`src/pkg/hfp_pkg.sv`:
```
// Constants shared by the host-side FIFO handshake controller.
// Assumes one system clock of 125 MHz driving producer and consumer logic.
package hfp_pkg;
  localparam int unsigned CLK_PERIOD_PS = 8000;
  // Least strobe width that the FIFO recognises, in ns
  localparam int unsigned STROBE_MIN_NS = 20;
  localparam int unsigned STROBE_MIN_CYC =
    ((STROBE_MIN_NS * 1000 + CLK_PERIOD_PS - 1) / CLK_PERIOD_PS) < 1 ? 1 :
    ((STROBE_MIN_NS * 1000 + CLK_PERIOD_PS - 1) / CLK_PERIOD_PS);
  localparam int unsigned WORD_WIDTH = 4;
  localparam int unsigned FIFO_DEPTH = 16;
  localparam int unsigned FIFO_CAPACITY = 64;
  // Pulse synchroniser states, coded as the two stages B and C
  localparam logic [1:0] SYNC_IDLE = 2'h0;
  localparam logic [1:0] SYNC_HIGH = 2'h2;
  localparam logic [1:0] SYNC_LOW = 2'h3;
  localparam logic [1:0] SYNC_BACK = 2'h1;
endpackage

```
`src/hfp_pulse_sync.sv`:
```
// Two-stage pulse synchroniser: one strobe per rising edge of a flag.
// Assumes the flag is asynchronous to clk_in; any gating is applied by the caller
// ahead of this module so that the first stage sees it first.
`timescale 1ns/1ps
module hfp_pulse_sync #(
  parameter int unsigned MIN_CYC = hfp_pkg::STROBE_MIN_CYC
) (
  input wire logic clk_in,
  input wire logic rst_n_in,
  input wire logic flag_in,
  output logic strobe_out,
  output logic busy_out
);
  initial begin
    if (MIN_CYC < 1 || MIN_CYC > 255) begin
      $error("hfp_pulse_sync: MIN_CYC out of range");
    end
  end

  logic stage_a;
  logic stage_b;
  logic next_stage_a;
  logic next_stage_b;

  // Stage A is read only by stage B, so metastability never reaches the strobe
  always_comb begin
    next_stage_a = flag_in;
    next_stage_b = stage_a;
  end

  always_ff @(posedge clk_in or negedge rst_n_in) begin
    if (!rst_n_in) begin
      stage_a <= 1'b0;
      stage_b <= 1'b0;
    end else begin
      stage_a <= next_stage_a;
      stage_b <= next_stage_b;
    end
  end

  // Strobe is B-delayed edge: high from state 10 (SYNC_HIGH) through held extension
  logic stage_c;
  logic stretch;
  logic next_strobe;
  logic [7:0] width;
  logic [7:0] next_width;
  always_comb begin
    next_strobe = 1'b0;
    next_width = 8'h00;
    if ({stage_b, stage_c} == hfp_pkg::SYNC_HIGH) begin
      next_strobe = 1'b1;
      next_width = 8'h01;
    end else if (strobe_out && width < 8'(MIN_CYC)) begin
      next_strobe = 1'b1;
      next_width = width + 8'h01;
    end
  end
  assign stretch = strobe_out;

  always_ff @(posedge clk_in or negedge rst_n_in) begin
    if (!rst_n_in) begin
      stage_c <= 1'b0;
      strobe_out <= 1'b0;
      width <= 8'h00;
    end else begin
      stage_c <= stage_b;
      strobe_out <= next_strobe;
      width <= next_width;
    end
  end
  assign busy_out = stretch | stage_b;
endmodule

```
`src/hfp_buffer.sv`:
```
// Synchronous FIFO with valid/ready on both sides.
// Assumes one clock; width and depth are parameters, depth a power of two.
`timescale 1ns/1ps
module hfp_buffer #(
  parameter int unsigned WIDTH = hfp_pkg::WORD_WIDTH,
  parameter int unsigned DEPTH = hfp_pkg::FIFO_DEPTH
) (
  input wire logic clk_in,
  input wire logic rst_n_in,
  input wire logic in_valid_in,
  output logic in_ready_out,
  input wire logic [WIDTH-1:0] in_data_in,
  output logic out_valid_out,
  input wire logic out_ready_in,
  output logic [WIDTH-1:0] out_data_out
);
  localparam int unsigned AW = $clog2(DEPTH);
  initial begin
    if (DEPTH < 2 || (1 << AW) != DEPTH || WIDTH < 1) begin
      $error("hfp_buffer: bad WIDTH or DEPTH");
    end
  end

  logic [WIDTH-1:0] mem [DEPTH];
  logic [AW:0] wr_ptr;
  logic [AW:0] rd_ptr;
  logic [AW:0] next_wr_ptr;
  logic [AW:0] next_rd_ptr;
  logic do_wr;
  logic do_rd;

  assign in_ready_out = (wr_ptr - rd_ptr) != (AW+1)'(DEPTH);
  assign out_valid_out = wr_ptr != rd_ptr;
  assign out_data_out = mem[rd_ptr[AW-1:0]];
  assign do_wr = in_valid_in && in_ready_out;
  assign do_rd = out_valid_out && out_ready_in;

  always_comb begin
    next_wr_ptr = do_wr ? wr_ptr + (AW+1)'(1) : wr_ptr;
    next_rd_ptr = do_rd ? rd_ptr + (AW+1)'(1) : rd_ptr;
  end

  always_ff @(posedge clk_in or negedge rst_n_in) begin
    if (!rst_n_in) begin
      wr_ptr <= '0;
      rd_ptr <= '0;
    end else begin
      wr_ptr <= next_wr_ptr;
      rd_ptr <= next_rd_ptr;
    end
  end

  always_ff @(posedge clk_in) begin
    if (do_wr) begin
      mem[wr_ptr[AW-1:0]] <= in_data_in;
    end
  end
endmodule

```
`src/hfp_host.sv`:
```
// Host controller for a strobe-handshake FIFO: producer and consumer ends.
// Assumes the FIFO pins are asynchronous to clk_in; words to write arrive
// from user logic through a buffer, read words leave on a registered port.
// Overview of operation
// - Cascade: output valid drives next shift-in, next ready drives shift-out.
// - Each side forms strobes from its flag with logic on its own clock.
// - Any gating of a flag happens before the first synchronising flop.
// - Exactly one strobe of minimum width per flag rising edge.
// - Two-stage shift register states 00 idle, 10 high, 11 low, 01 back.
// - Synchroniser clock at least twice the word shift rate.
// - Shift-out strobe lasts at least one full clock period.
// - Shortest strobe emitted must still be recognised by the FIFO.
// - Flag change at a clock edge still yields a wide enough strobe.
// - Consumer latches FIFO output word on shift-out strobe rise.
`timescale 1ns/1ps
module hfp_host #(
  parameter int unsigned WIDTH = hfp_pkg::WORD_WIDTH,
  parameter int unsigned DEPTH = hfp_pkg::FIFO_DEPTH,
  parameter int unsigned MIN_CYC = hfp_pkg::STROBE_MIN_CYC
) (
  input wire logic clk_in,
  input wire logic rst_n_in,
  input wire logic wr_valid_in,
  output logic wr_ready_out,
  input wire logic [WIDTH-1:0] wr_data_in,
  output logic rd_valid_out,
  output logic [WIDTH-1:0] rd_data_out,
  input wire logic rd_enable_in,
  input wire logic input_ready_flag_in,
  input wire logic output_valid_flag_in,
  output logic shift_in_out,
  output logic [WIDTH-1:0] fifo_data_out,
  output logic shift_out_out,
  input wire logic [WIDTH-1:0] fifo_data_in
);
  initial begin
    if (WIDTH < 4 || WIDTH > 5) begin
      $error("hfp_host: WIDTH must be 4 or 5");
    end
  end

  typedef enum logic [1:0] {HFP_W_IDLE, HFP_W_STROBE, HFP_W_WAIT} hfp_wstate_t;

  logic buf_valid;
  logic buf_ready;
  logic [WIDTH-1:0] buf_data;
  logic gated_ir;
  logic si_pulse;
  logic si_busy;
  logic gated_or;
  logic so_pulse;
  logic so_busy;

  hfp_buffer #(
    .WIDTH(WIDTH),
    .DEPTH(DEPTH)
  ) u_buf (
    .clk_in(clk_in),
    .rst_n_in(rst_n_in),
    .in_valid_in(wr_valid_in),
    .in_ready_out(wr_ready_out),
    .in_data_in(wr_data_in),
    .out_valid_out(buf_valid),
    .out_ready_in(buf_ready),
    .out_data_out(buf_data)
  );

  logic data_staged_n;
  // Flag gated by our own wish to write, before the first flop
  assign gated_ir = input_ready_flag_in & buf_valid & ~data_staged_n;

  hfp_pulse_sync #(
    .MIN_CYC(MIN_CYC)
  ) u_si_sync (
    .clk_in(clk_in),
    .rst_n_in(rst_n_in),
    .flag_in(gated_ir),
    .strobe_out(si_pulse),
    .busy_out(si_busy)
  );

  // Producer: put word on pins, then strobe; pop buffer when strobe ends
  hfp_wstate_t wstate;
  hfp_wstate_t next_wstate;
  logic [WIDTH-1:0] next_fifo_data;
  logic next_staged_n;
  always_comb begin
    next_wstate = wstate;
    next_fifo_data = fifo_data_out;
    next_staged_n = data_staged_n;
    buf_ready = 1'b0;
    unique case (wstate)
      HFP_W_IDLE: begin
        next_fifo_data = buf_data;
        if (si_pulse) begin
          // Block at once: the flag returns at the strobe fall, before the pop
          next_staged_n = 1'b1;
          next_wstate = HFP_W_STROBE;
        end
      end
      HFP_W_STROBE: begin
        if (!si_pulse) begin
          buf_ready = 1'b1;
          next_wstate = HFP_W_WAIT;
        end
      end
      HFP_W_WAIT: begin
        // Rearm only once the old flag edge has left the synchroniser
        if (!si_busy) begin
          next_staged_n = 1'b0;
          next_wstate = HFP_W_IDLE;
        end
      end
    endcase
  end

  always_ff @(posedge clk_in or negedge rst_n_in) begin
    if (!rst_n_in) begin
      wstate <= HFP_W_IDLE;
      fifo_data_out <= '0;
      data_staged_n <= 1'b0;
    end else begin
      wstate <= next_wstate;
      fifo_data_out <= next_fifo_data;
      data_staged_n <= next_staged_n;
    end
  end
  assign shift_in_out = si_pulse;

  // Consumer: gate valid flag with the read enable before syncing
  // Same flag-to-strobe path as a cascade, where valid feeds the next shift-in
  assign gated_or = output_valid_flag_in & rd_enable_in;
  hfp_pulse_sync #(
    .MIN_CYC(MIN_CYC)
  ) u_so_sync (
    .clk_in(clk_in),
    .rst_n_in(rst_n_in),
    .flag_in(gated_or),
    .strobe_out(so_pulse),
    .busy_out(so_busy)
  );
  assign shift_out_out = so_pulse;

  // Data pins are asynchronous, but stable since the strobe fall before
  logic [WIDTH-1:0] rd_s1;
  logic [WIDTH-1:0] rd_s2;
  logic so_q;
  logic next_rd_valid;
  logic [WIDTH-1:0] next_rd_data;
  always_comb begin
    next_rd_valid = 1'b0;
    next_rd_data = rd_data_out;
    if (so_pulse && !so_q) begin
      next_rd_valid = 1'b1;
      next_rd_data = rd_s2;
    end
  end

  always_ff @(posedge clk_in or negedge rst_n_in) begin
    if (!rst_n_in) begin
      rd_s1 <= '0;
      rd_s2 <= '0;
      so_q <= 1'b0;
      rd_valid_out <= 1'b0;
      rd_data_out <= '0;
    end else begin
      rd_s1 <= fifo_data_in;
      rd_s2 <= rd_s1;
      so_q <= so_pulse;
      rd_valid_out <= next_rd_valid;
      rd_data_out <= next_rd_data;
    end
  end
endmodule

```
`config.mk`:
```
export PLATFORM = sky130hd
export DESIGN_NAME = hfp_host
export DESIGN_NICKNAME = d
export VERILOG_FILES = /design/src/pkg/hfp_pkg.sv /design/src/hfp_pulse_sync.sv /design/src/hfp_buffer.sv /design/src/hfp_host.sv
export SDC_FILE = /design/constraint.sdc
export NUM_CORES = 1
export LEC_CHECK = 0
export BUFFER_PORTS_ARGS = -buffer_cell sky130_fd_sc_hd__buf_2
export CAP_MARGIN = 20
export CORE_ASPECT_RATIO = 1.75
export CORE_MARGIN = 1
export CORE_UTILIZATION = 54
export CTS_BUF_LIST = sky130_fd_sc_hd__clkbuf_4 sky130_fd_sc_hd__clkbuf_8 sky130_fd_sc_hd__clkbuf_16
export CTS_CLUSTER_DIAMETER = 200
export DETAILED_ROUTE_END_ITERATION = 12
export PLACE_DENSITY = 0.75
export SLEW_MARGIN = 15
export SYNTH_ARGS = -nofsm -noshare
export SYNTH_HDL_FRONTEND = slang
export SYNTH_SLANG_ARGS = --single-unit
```
`constraint.sdc`:
```
create_clock -name clk_in -period 2.74 [get_ports clk_in]
set_clock_uncertainty 0.1 [all_clocks]
set_input_delay 0.137 -clock clk_in [delete_from_list [all_inputs] [get_ports clk_in]]
set_output_delay 0.137 -clock clk_in [all_outputs]
set_load 0.005 [all_outputs]
```
* Word level (Yosys, flattened, before mapping)
Memories as Yosys holds them, arrays and structs flattened. A register that Yosys moved wholly into a read port is not among the register bits.
Index checks and enable logic that the tools add are counted.
** Word-level totals
- Register bits after elaboration :: 51
- Memory bits (writable) :: 64
- Input bits :: 14
- Output and inout port bits :: 12
- Logic and storage cells :: 72
- Memories :: 1
** Memories
- u_buf.mem :: words 16, width 4, rd ports 1, clocked after Yosys merged registers in 1, wr ports 1, line hfp_buffer.sv:24 : logic [WIDTH-1:0] mem [DEPTH];
** Operators by class
- Add/subtract/negate cells :: 5
- Order comparisons :: 2
- Equal/unequal tests :: 9
- Multiplexer cells :: 20
- Bitwise gates (word level) :: 5
- Reductions and logical operators :: 11
** Operators by type and width (count)
- 2-to-1 mux 8 bit :: 4
- adder 8 x 1 -> 8 bit (second input constant) :: 2
- < comparator 8 x 2 -> 1 bit (second input constant) :: 2
- 2-to-1 mux 1 bit :: 11
- adder 5 x 1 -> 5 bit (second input constant) :: 2
- equality test 2 bit (second input constant) :: 3
- 2-to-1 mux 2 bit :: 3
- one-hot mux 2 bit (3 select lines) :: 1
- AND reduction 3 bit :: 2
- logical AND 1 bit :: 5
- inequality test 5 bit :: 1
- inequality test 5 bit (second input constant) :: 1
- subtractor 5 bit :: 1
- inequality test 2 bit (second input constant) :: 2
- AND 1 bit :: 3
- equality test 2 x 1 -> 1 bit (second input constant) :: 1
- logical NOT 1 bit :: 2
- logical NOT 2 bit :: 1
- inequality test 2 x 1 -> 1 bit (second input constant) :: 1
- one-hot mux 1 bit (2 select lines) :: 1
- nonzero test 2 bit :: 1
- inverter 1 bit :: 1
- bitwise OR 1 bit :: 1

* Longest topological paths before layout
Gate-level depths: netlist of run 1.
- Word-level depth :: 5
- Gate-level depth with buffers :: 10
- Mapped depth without buffers :: 7

* Hierarchy
From an unflattened synthesis of run 1, not the netlist that was laid out.
** Unflattened totals
- Cells, all modules :: 317
- Area, all modules :: 4978.5 um^2
** Modules (own cells, without submodules)
- hfp_buffer :: times used 1, cells an instance 225, area an instance 3412.0 um^2, seq. area each 2172.1 um^2
- hfp_pulse_sync :: times used 2, cells an instance 22, area an instance 399.1 um^2, seq. area each 300.3 um^2
- hfp_host :: times used 1, cells an instance 48, area an instance 768.2 um^2, seq. area each 525.5 um^2

* Worst setup path after synthesis of run 1
Ideal clock, no wire load.
- Path kind :: reg2reg
- Start :: register u_buf.rd_ptr[1]
- End :: memory u_buf.mem[0][0] (netlist name) (enable)
- Library setup time :: 377 ps
- Arrival time :: 2531 ps
- Required time :: 2263 ps
- Slack :: -268 ps
- Cell stages (with the launch flop) :: 10
- Path buffers :: 2
- Clock period less this slack :: 3008 ps
- Path through :: dfrtp_1 buf_2 buf_1 inv_1 ha_1 nor2b_1 o21bai_1 a211o_1 a21oi_4 nor4_1
** On the way
- Cells in the longest elaborated chain, start to end :: 5
** Ends and longest elaborated chain
- from (decl) :: line hfp_buffer.sv:26 : logic [AW:0] rd_ptr;
- from (signal assigned) :: line hfp_buffer.sv:49 : rd_ptr <= next_rd_ptr;
- subtractor 5 bit :: line hfp_buffer.sv:32 : assign in_ready_out = (wr_ptr - rd_ptr) != (AW+1)'(DEPTH);
- inequality test 5 bit :: line hfp_buffer.sv:32
- logical AND 1 bit :: line hfp_buffer.sv:35 : assign do_wr = in_valid_in && in_ready_out;
- 2-to-1 mux 1 bit :: line hfp_buffer.sv:54 : if (do_wr) begin
- 2-to-1 mux 1 bit (not written as such) :: line hfp_buffer.sv:55 : mem[wr_ptr[AW-1:0]] <= in_data_in;
- to (decl) :: line hfp_buffer.sv:24
Every way passes these cells.

* Worst setup path in the final report of run 1
- Start :: register u_buf.rd_ptr[2]
- End :: memory u_buf.mem[6][3] (netlist name) (enable)
Same word-level chain as after synthesis.

==> results of run 1 <==
[timing repair]
action / 4_1_cts / 5_1_grt
gates cloned: 0 / 0
gates resized for setup: 3 / 4
setup buffers: 2 / 0
pin swaps: 1 / 0
hold buffers: 9 / 0
hold endpoints to repair: 32 / 0
setup endpoints to repair: 9 / 65
[power by group through the flow]
stage                     registers [uW]  clock network, uW  logic [uW]
after floorplan                     2340                  0        1700
after global placement              2380                  0        2230
after detailed placement            2390                  0        2290
after CTS                           2370               2240        2400
after global routing                2400               2320        2660
final                               2370               2210        2430
[cell families (layout without fill, tap and decap cells)]
kind of cell | Yosys count | in the layout | synth area share
adders and majority gates | 14 | 14 | 0.03582
xor gates and xnor gates | 10 | 10 | 0.02482
muxes | 26 | 26 | 0.09619
DFF | 119 | 119 | 0.6743
AOI/OAI and AO/OA | 29 | 29 | 0.05065
buffers and inverters | 27 | 104 | 0.02507
other | 1 | 12 | 0.0007667
and+or+nand+nor | 89 | 89 | 0.09235
[per-stage QoR]
stage	util	worst slack (ns)	area, sq um
2_1_floorplan	-	-0.1209	4952
3_3_place_gp	0.6085	0.1211	5310
3_5_place_dp	0.6085	0.01554	5310
4_1_cts	0.6930	-0.005287	6048
5_1_grt	0.6951	-0.009257	6066
6_report	0.6951	0.05663	6066
[layout make-up]
| class | count | area share |
|---|---|---|
| clock buffers | 24 | 0.08684 |
| well taps | 117 | 0.02413 |
| flip-flops and latches | 119 | 0.5439 |
| inverters | 16 | 0.009901 |
| repair buffers | 56 | 0.06271 |
| clock inverters | 8 | 0.01320 |
| multi-input cells | 180 | 0.2593 |
[per-layer routing]
metal  routed length (microns)  GRT usage  up-vias
met4                       453     0.1527        0
met5                         0          0        -
li1                          -          -     1302
met2                      5710     0.4316       77
met3                       313    0.06053       33
met1                      3443     0.2328     1419
[flip-flops by register name (all words and copies together) (netlist names), 2 cells and up]
register / flops
u_si_sync.width: 8
fifo_data_out: 4
wstate: 2
rd_data_out: 4
rd_s2: 4
u_buf.rd_ptr: 5
u_so_sync.width: 8
u_buf.mem: 64
rd_s1: 4
u_buf.wr_ptr: 5
[placed cells by master (no fill, tap or decap), drive strengths merged, types with 10 or more instances in the layout]
master,count
edfxtp,64
conb,12
dfrtp,55
nand2,37
ha,14
mux4,16
nor2,10
inv,21
clkbuf,24
nor3,11
buf,47
[worst max-delay path: stages, from the launching register on]
cell	delay, ns
dfrtp_1	0.44
inv_1	0.07
ha_1	0.41
nand2_1	0.10
o21bai_2	0.25
a211o_4	0.38
a21oi_4	0.19
buf_4	0.25
nor3_1	0.10
buf_4	0.16
[final timing paths]
check	from	slack [ns]	cells past startpoint	to
setup / recovery	u_buf.rd_ptr[2]	0.06	9	u_buf.mem[6][3]
hold reg to reg	u_si_sync.next_stage_b	0.25	0	u_si_sync.stage_b
hold / removal	wr_data_in[0]	0.03	1	u_buf.mem[5][0]
min in group asynchronous	rst_n_in	0.16	2	u_buf.wr_ptr[3]
setup reg to reg	u_buf.rd_ptr[2]	0.06	9	u_buf.mem[6][3]
max in group asynchronous	rst_n_in	1.60	3	u_so_sync.strobe_out
==> summary.md, run 1 <==
| Metric | Value |
|---|---|
| CTS tree | `done` |
| Worst-path fanout max | `10` |
| Clk pin slew, worst setup/hold paths | `0.06 ns` |
| Final-stage net count | `418` |
| Pint | `4657 uW` |
| Die width | `73.94 microns` |
| Leakage | `0.002461 uW` |
| Least-Margin Pin Slew | `0.5871 ns` |
| Die ar. | `9457 sq um` |
| # rows | `45` |
| Sw power | `2355 uW` |
| Footprint of the multi-input gates | `1573 sq um` |
| Final period util | `0.9793` |
| Largest net degree at the start of global routing | `31` |
| Detailed Route WL | `9.920 mm` |
| GRT Util Overall | `0.2398` |
| Power Density | `1156 nW/um^2` |
| Arrival @ worst endpoint | `2.76 ns` |
| CTS sink cnt | `119` |
| Largest area contributor in the netlist | `edfxtp_1` |
| Setup CP Type | `reg2reg` |
| Final Power | `7012 uW` |
| Min Tclk post-route | `2.683 ns` |
| Cells after synthesis | `315` |
| Synth Area per Inst | `15.53 sq um` |
| Layout cell share with drive strength beyond 1 | `0.2978` |
| ANT cells | `0` |
| Clock root cell | `clkbuf_16` |
| Vias per inst | `5.444` |
| DRT Pass-1 Iters | `4` |
| DP Cell Count | `477` |
| I/O Buffers | `25` |
| Core Footprint | `8727 sq um` |
| Startpoint Class | `register` |
| DRT iter0 DRCs | `127` |
| Achievable frequency | `372.7 MHz` |
| Fin Setup TNS | `0 ns` |
| Count leader, synth | `edfxtp_1` |
| Residual DRC | `0` |
| Non-Filler Instances | `520` |
| Synthesized area | `4891 sq um` |
| Worst Hold Class | `in2reg` |
| FFs w/ async S/R, synth | `0.4622` |
| H-tree levels | `4` |
| Detail Placement HPWL | `6.261 mm` |
| Yosys top cell area share | `0.3929` |
| WP data required | `2.82 ns` |
| IO Pins | `26` |
| RSZ-0062 raised after global routing | `yes` |
| First-pass GRT wire length | `15.51 mm` |
| Clk_lat worst skew | `0.41 ns` |
| EDFF count, synth | `64` |
| Register cell area after layout | `3299 sq um` |
| Routed len/inst | `19.08 microns` |
| Top post-synthesis cells by area | `edfxtp_1, dfrtp_1, mux4_2` |
| P&R area growth vs syn | `24.02%` |
| Vias in the first global route | `3074` |
| Initial Util | `0.5604` |
| Peak supply drop | `745.1 uV` |
| Reg power frac | `0.338` |
| Endpoint type of the worst setup path | `register` |
| Clock Tree Buf Depth | `2` |
| Initial antenna violation count | `0` |
| Fin. Hold Viols | `0` |
| Hold slack | `0.03023 ns` |
| Seq/Total Area, Yosys | `0.6743` |
| Antenna Nets Post-Route | `0` |
| Main synth FF type | `edfxtp_1` |
| Clock share of power | `0.315` |
| CTS buffer count | `17` |
| Net Sw Frac | `0.3359` |
| Yosys warnings | `0` |
| GPL Wtd Cong | `0.9375` |
| Final setup viols | `0` |
| Routed vias | `2831` |
| Max-Cap Viols | `0` |
| Fillers | `547` |
| Slew Limit Fails | `0` |
| Status | `completed` |
| Number of synthesized register bits | `119` |
| Chip height | `127.9 microns` |
| Gate power share | `0.347` |
| Top cells by count, synth | `edfxtp_1, dfrtp_1, nand2_1` |
| Post-synthesis cell type count | `50` |
| GRT Residual Overflow | `0` |
| Worst slew margin | `0.6086` |
Power figures use the tool's default switching activity.
==> run 2: changes to the inputs <==
--- a/config.mk
+++ b/config.mk
@@ -17,4 +17,5 @@
 export SLEW_MARGIN = 15
 export SYNTH_ARGS = -nofsm -noshare
 export SYNTH_HDL_FRONTEND = slang
+export SYNTH_HIERARCHICAL = 1
 export SYNTH_SLANG_ARGS = --single-unit
==> summary.md, run 2 <==
| Metric | Value |
|---|---|
| I/O Buffers | `25 (unchanged)` |
| ANT cells | `0 (unchanged)` |
| Least-Margin Pin Slew | `0.8147 ns (+0.2276 ns)` |
| Yosys warnings | `6 (+6)` |
| Clk_lat worst skew | `0.41 ns (about the same)` |
| Synth Area per Inst | `15.74 sq um (+1.3%)` |
| Detailed Route WL | `9.774 mm (-1.5%)` |
| Final setup viols | `0 (unchanged)` |
| Synthesized area | `4972 sq um (+1.7%)` |
| P&R area growth vs syn | `22.75%` |
| Leading cell type in the layout, fill and taps excluded | `edfxtp_1` |
| Antenna Nets Post-Route | `0 (unchanged)` |
| Leakage | `0.002428 uW (-1.3%)` |
| Slew Limit Fails | `0 (unchanged)` |
| First-pass GRT wire length | `15.26 mm (-1.6%)` |
| CTS sink cnt | `119 (unchanged)` |
| Max reg flops | `64 (unchanged)` |
| Fillers | `636 (+16%)` |
| Die ar. | `9611 sq um (+1.6%)` |
| Worst slew margin | `0.4569 (-0.1518)` |
| Chip height | `128.9 microns (+0.82%)` |
| Hold slack | `0.04331 ns (+0.01308 ns)` |
| Max-Cap Viols | `0 (unchanged)` |
| Clk pin slew, worst setup/hold paths | `0.06 ns (about the same)` |
| GRT Residual Overflow | `0 (unchanged)` |
| Initial Util | `0.5538 (-0.006640)` |
| Arrival @ worst endpoint | `2.37 ns (-0.39 ns)` |
| Worst Hold Class | `in2reg` |
| H-tree levels | `4 (unchanged)` |
| Cell area after layout | `6103 sq um (+0.62%)` |
| Finished Core Util | `0.6798 (-0.01529)` |
| Die width | `74.54 microns (+0.80%)` |
| Most frequent cells in the layout | `edfxtp_1, dfrtp_1, nand2_1` |
| Largest net degree at the start of global routing | `39 (+26%)` |
| Achievable frequency | `383.1 MHz (+2.8%)` |
| # rows | `46 (+2.2%)` |
| Clock root cell | `clkbuf_16` |
| Fin. Hold Viols | `0 (unchanged)` |
| DRT iter0 DRCs | `148 (+17%)` |
| GPL Wtd Cong | `0.8694 (-7.3%)` |
| Dpl cell area | `5423 sq um (+2.1%)` |
| Status | `completed` |
| Vias in the first global route | `3010 (-2.1%)` |
| GRT Util Overall | `0.2330 (-0.006816)` |
| Final period util | `0.9528 (-0.02656)` |
| CTS buffer count | `17 (unchanged)` |
| # Post-CTS Setup Buffers | `0 (-2)` |
| Routed vias | `2848 (+0.60%)` |
| Min Tclk post-route | `2.611 ns (-0.07278 ns)` |
| Detail Placement HPWL | `6.709 mm (+7.1%)` |
| DRT Pass-1 Iters | `5 (+1)` |
| Cells after synthesis | `316 (+0.32%)` |
| Non-Filler Instances | `514 (-1.2%)` |
| Reg2reg setup slack | `0.17 ns (+0.11 ns)` |
| Initial antenna violation count | `0 (unchanged)` |
| Residual DRC | `0 (unchanged)` |
| WP data required | `2.50 ns (-0.32 ns)` |
| Layout cell share with drive strength beyond 1 | `0.3376 (+0.03980)` |
| Setup CP Type | `reg2out` |
| Core Footprint | `8979 sq um (+2.9%)` |
| Final Power | `6854 uW (-2.3%)` |
| Clock Tree Buf Depth | `2 (unchanged)` |
| Routed len/inst | `19.02 microns (-0.32%)` |
| Power Density | `1123 nW/um^2 (-2.9%)` |
| Peak supply drop | `778.1 uV (+4.4%)` |
| Startpoint Class | `register` |
| CTS tree | `done` |
| DP Cell Count | `473 (-0.84%)` |
| RSZ-0062 raised after global routing | `no` |
| Worst-path fanout max | `17 (+7)` |
| Vias per inst | `5.541 (+1.8%)` |
| Endpoint type of the worst setup path | `primary output` |
| IO Pins | `26 (unchanged)` |
| Final-stage net count | `410 (-1.9%)` |
-- run 2: layer usage --
layer	vias up	GRT usage	share of wire
li1	1308	-	-
met4	0	0.1265	0.033
met2	80	0.4266	0.58
met1	1440	0.2292	0.35
met3	20	0.06030	0.034
met5	-	0	0
-- run 2: cell type report --
| type | count | area [sq um] | share of cell area |
|---|---|---|---|
| clock buffer | 17 | 425.4 | 0.06970 |
| multi-input combinational | 183 | 1708 | 0.2798 |
| clock inverter | 15 | 142.6 | 0.02337 |
| sequential | 119 | 3299 | 0.5406 |
| tap | 120 | 150.1 | 0.02460 |
| inverter | 12 | 45.04 | 0.007380 |
| timing repair buffer | 48 | 332.8 | 0.05453 |
-- run 2: path summary, 6_finish.rpt --
kind / end / start / cells after the start
setup / recovery: wr_ready_out / u_buf/rd_ptr[3] / 9
hold / removal: u_buf/mem[11][3] / wr_data_in[3] / 1
setup reg to reg: u_buf/mem[1][2] / u_buf/rd_ptr[1] / 8
hold reg to reg: rd_s2[1] / rd_s1[1] / 0
max in group asynchronous: u_buf/rd_ptr[3] / rst_n_in / 3
min in group asynchronous: rd_data_out[1] / rst_n_in / 2
-- run 2: report_power, final --
part           switching (uW)  internal (uW)  leakage (uW)
clock network             821           1260      0.000276
registers                 178           2180       0.00124
logic                    1370           1050      0.000908
-- run 2: timing repair --
action                                  4_1_cts  5_1_grt
resized for setup                             2        3
hold buffers                                  9        0
endpoints found under the setup margin        5        5
hold endpoints to repair                     43        0
-- run 2: worst max-delay path: stages, from the launching register on --
cell and delay, ns:
dfrtp_2 0.45, inv_1 0.14, ha_1 0.30, a21oi_2 0.21, buf_4 0.15, nand4_2 0.15, a21oi_4 0.23, buf_12 0.19
inv_2 0.03, buf_2 0.11
-- run 2: stage by stage --
step / worst slack [ns] / setup TNS (ns)
4_1_cts: 0.05872 / 0
3_5_place_dp: -0.0005373 / -0.001886
5_1_grt: 0.03624 / 0
3_3_place_gp: 0.2109 / 0
6_report: 0.1294 / 0
2_1_floorplan: 0.07486 / 0
==> run 3: changes to the inputs <==
--- a/config.mk
+++ b/config.mk
@@ -7,13 +7,15 @@
 export LEC_CHECK = 0
 export BUFFER_PORTS_ARGS = -buffer_cell sky130_fd_sc_hd__buf_2
 export CAP_MARGIN = 20
+export CELL_PAD_IN_SITES_DETAIL_PLACEMENT = 1
+export CELL_PAD_IN_SITES_GLOBAL_PLACEMENT = 2
 export CORE_ASPECT_RATIO = 1.75
 export CORE_MARGIN = 1
-export CORE_UTILIZATION = 54
+export CORE_UTILIZATION = 35
 export CTS_BUF_LIST = sky130_fd_sc_hd__clkbuf_4 sky130_fd_sc_hd__clkbuf_8 sky130_fd_sc_hd__clkbuf_16
 export CTS_CLUSTER_DIAMETER = 200
 export DETAILED_ROUTE_END_ITERATION = 12
-export PLACE_DENSITY = 0.75
+export PLACE_DENSITY_LB_ADDON = 0.1
 export SLEW_MARGIN = 15
 export SYNTH_ARGS = -nofsm -noshare
 export SYNTH_HDL_FRONTEND = slang
==> constraint.sdc (replaced) <==
create_clock -name clk_in -period 2.85 [get_ports clk_in]
set_clock_uncertainty 0.1 [all_clocks]
set_input_delay 0.1425 -clock clk_in [delete_from_list [all_inputs] [get_ports clk_in]]
set_output_delay 0.1425 -clock clk_in [all_outputs]
set_load 0.005 [all_outputs]
==> summary.md, run 3 (synthesized netlist as in run 2, its figures left out) <==
| Metric | Value |
|---|---|
| IO Pins | `26 (unchanged)` |
| Power Density | `1078 nW/um^2 (-4.0%)` |
| Detailed Route WL | `10.88 mm (+11%)` |
| Core Footprint | `13910 sq um (+55%)` |
| Peak supply drop | `492.8 uV (-37%)` |
| Arrival @ worst endpoint | `2.64 ns (+0.27 ns)` |
| Status | `completed` |
| Net Sw Frac | `0.3362 (-0.008652)` |
| Layout cell share with drive strength beyond 1 | `0.3015 (-0.03606)` |
| CTS buffer count | `17 (unchanged)` |
| Hold path cells | `1 (unchanged)` |
| Slew Limit Fails | `0 (unchanged)` |
| Startpoint Class | `register` |
| Vias in the first global route | `3186 (+5.8%)` |
| Largest net degree at the start of global routing | `41 (+5.1%)` |
| Setup CP Type | `reg2reg` |
| Leading cell type in the layout, fill and taps excluded | `edfxtp_1` |
| Resized cells post-CTS | `0 (-2)` |
| # rows | `57 (+24%)` |
| ANT cells | `0 (unchanged)` |
| Most frequent cells in the layout | `edfxtp_1, dfrtp_1, nand2_1` |
| GPL Wtd Cong | `0.8166 (-6.1%)` |
| Antenna Nets Post-Route | `0 (unchanged)` |
| Die width | `92.10 microns (+24%)` |
| Fillers | `1441 (+130%)` |
| Final setup viols | `0 (unchanged)` |
| Min Tclk post-route | `2.706 ns` |
| Residual DRC | `0 (unchanged)` |
| WP data required | `2.79 ns (+0.29 ns)` |
| Die ar. | `14710 sq um (+53%)` |
| H-tree levels | `4 (unchanged)` |
| Clk_lat worst skew | `0.41 ns (about the same)` |
| # Post-CTS Setup Buffers | `0 (unchanged)` |
| Fin. Hold Viols | `0 (unchanged)` |
| Clk pin slew, worst setup/hold paths | `0.06 ns (about the same)` |
| Reg power frac | `0.340 (-0.004)` |
| Least-Margin Pin Slew | `0.6962 ns (-0.1185 ns)` |
| Final-stage net count | `414 (+0.98%)` |
| Register cell area after layout | `3298 sq um (about the same)` |
| Sw power | `2216 uW (-6.3%)` |
| First-pass GRT wire length | `17.15 mm (+12%)` |
| Reg2Reg Depth | `6 (-2)` |
| Pint | `4374 uW (-2.6%)` |
| Chip height | `159.7 microns (+24%)` |
| CTS tree | `done` |
| Worst path bufs/invs | `1 (-4)` |
| Routed vias | `2793 (-1.9%)` |
| GRT Util Overall | `0.1641 (-0.06892)` |
| RSZ-0062 raised after global routing | `yes` |
| Max reg flops | `64 (unchanged)` |
| Gate power share | `0.347 (-0.005)` |
| Initial Util | `0.3575 (-0.1963)` |
| Detail Placement HPWL | `7.804 mm (+16%)` |
| Worst-path fanout max | `14 (-3)` |
| Final period util | `0.9496` |
| CP delay by family, top | `compound AO/OA/AOI/OAI gates` |
| GRT Residual Overflow | `0 (unchanged)` |
| Vias per inst | `4.857 (-12%)` |
| Clock share of power | `0.314 (+0.010)` |
| Clock Tree Buf Depth | `2 (unchanged)` |
| Non-Filler Instances | `575 (+12%)` |
| P&R area growth vs syn | `22.97%` |
| CTS sink cnt | `119 (unchanged)` |
| Worst Hold Class | `in2reg` |
| DRT iter0 DRCs | `70 (-53%)` |
| Critical path depth | `6 (-3)` |
| DP Cell Count | `534 (+13%)` |
| Clock root cell | `clkbuf_16` |
| Final Power | `6590 uW (-3.8%)` |
| Achievable frequency | `369.5 MHz` |
| Footprint of the multi-input gates | `1623 sq um (-5.0%)` |
| DRT Pass-1 Iters | `4 (-1)` |
| Worst slew margin | `0.5323 (+0.07543)` |
| Routed len/inst | `18.93 microns (-0.48%)` |
| Endpoint type of the worst setup path | `register` |
| Slowest stage delay, CP | `0.63 ns (+0.18 ns)` |
| Critical-path top delay cell | `nor3_1` |
| Crit-path cells | `ha_1 > a21oi_1 > inv_1 > o211ai_2 > a21oi_4 > nor3_1` |
| Initial antenna violation count | `0 (unchanged)` |
| I/O Buffers | `25 (unchanged)` |
| Leakage | `0.002437 uW (+0.36%)` |
| Max-Cap Viols | `0 (unchanged)` |
[run 3: changes by cell type in the layout (fill, tap and decap cells not counted), sizes merged]
cell      previous run  this run
buf                 39        43
bufinv               1         2
clkinvlp             2         3
inv                 19        17
[run 3: area by class of cell]
type,instances,share of cell area
well taps,177,0.03622
repair buffers,52,0.05729
clock buffers,17,0.06957
multi-input cells,183,0.2654
inverters,12,0.007366
flip-flops and latches,119,0.5394
clock inverters,15,0.02476
[run 3: through the flow]
step,util,worst slack (ns),setup TNS (ns),cell area (sq um),hold slack (ns)
finish,0.4397,0.1437,0,6115,0.04738
global route,0.4397,-0.003330,-0.006292,6115,0.05010
detailed placement,0.3917,0.1714,0,5448,-0.02939
global placement,0.3917,0.2149,0,5448,-0.02471
CTS,0.4397,0.08457,0,6115,0.05437
floorplan,-,-0.06414,-2.556,5025,-0.2531
[run 3: worst reg2reg max path, stage by stage (launching register included)]
cell and delay (ns):
dfrtp_1 0.42, ha_1 0.37, a21oi_1 0.29, inv_1 0.11
o211ai_2 0.23, a21oi_4 0.19, nor3_1 0.63
[run 3: what timing repair did]
action | CTS | global route
hold buffers | 9 | 0
endpoints found under the hold margin | 22 | 0
endpoints found under the setup margin | 0 | 3
[run 3: metal layers]
metal  up-vias  global-route usage  wire [microns]
li1       1302                   -               -
met1      1437              0.1594            3835
met2        41              0.3178            6559
met3        13             0.03524             240
met4         0             0.07813             247
met5         -                   0               0
[run 3: path summary, 6_finish.rpt]
check                                       start                 to  slack [ns]
setup / recovery                  u_buf/wr_ptr[3]    u_buf/mem[9][3]        0.14
hold reg to reg            u_si_sync/next_stage_b  u_si_sync/stage_b        0.25
setup reg to reg                  u_buf/wr_ptr[3]    u_buf/mem[9][3]        0.14
hold / removal                      wr_data_in[3]   u_buf/mem[15][3]        0.05
max in group asynchronous                rst_n_in           rd_s1[3]        1.74
min in group asynchronous                rst_n_in    u_buf/wr_ptr[0]        0.07
[run 3: power by group through the flow]
stage                     registers (uW)  clock network (uW)  logic, uW
after floorplan                     2240                   0       1610
after global placement              2270                   0       2300
after detailed placement            2280                   0       2310
after CTS                           2250                2130       2340
after global routing                2270                2190       2510
final                               2240                2070       2280
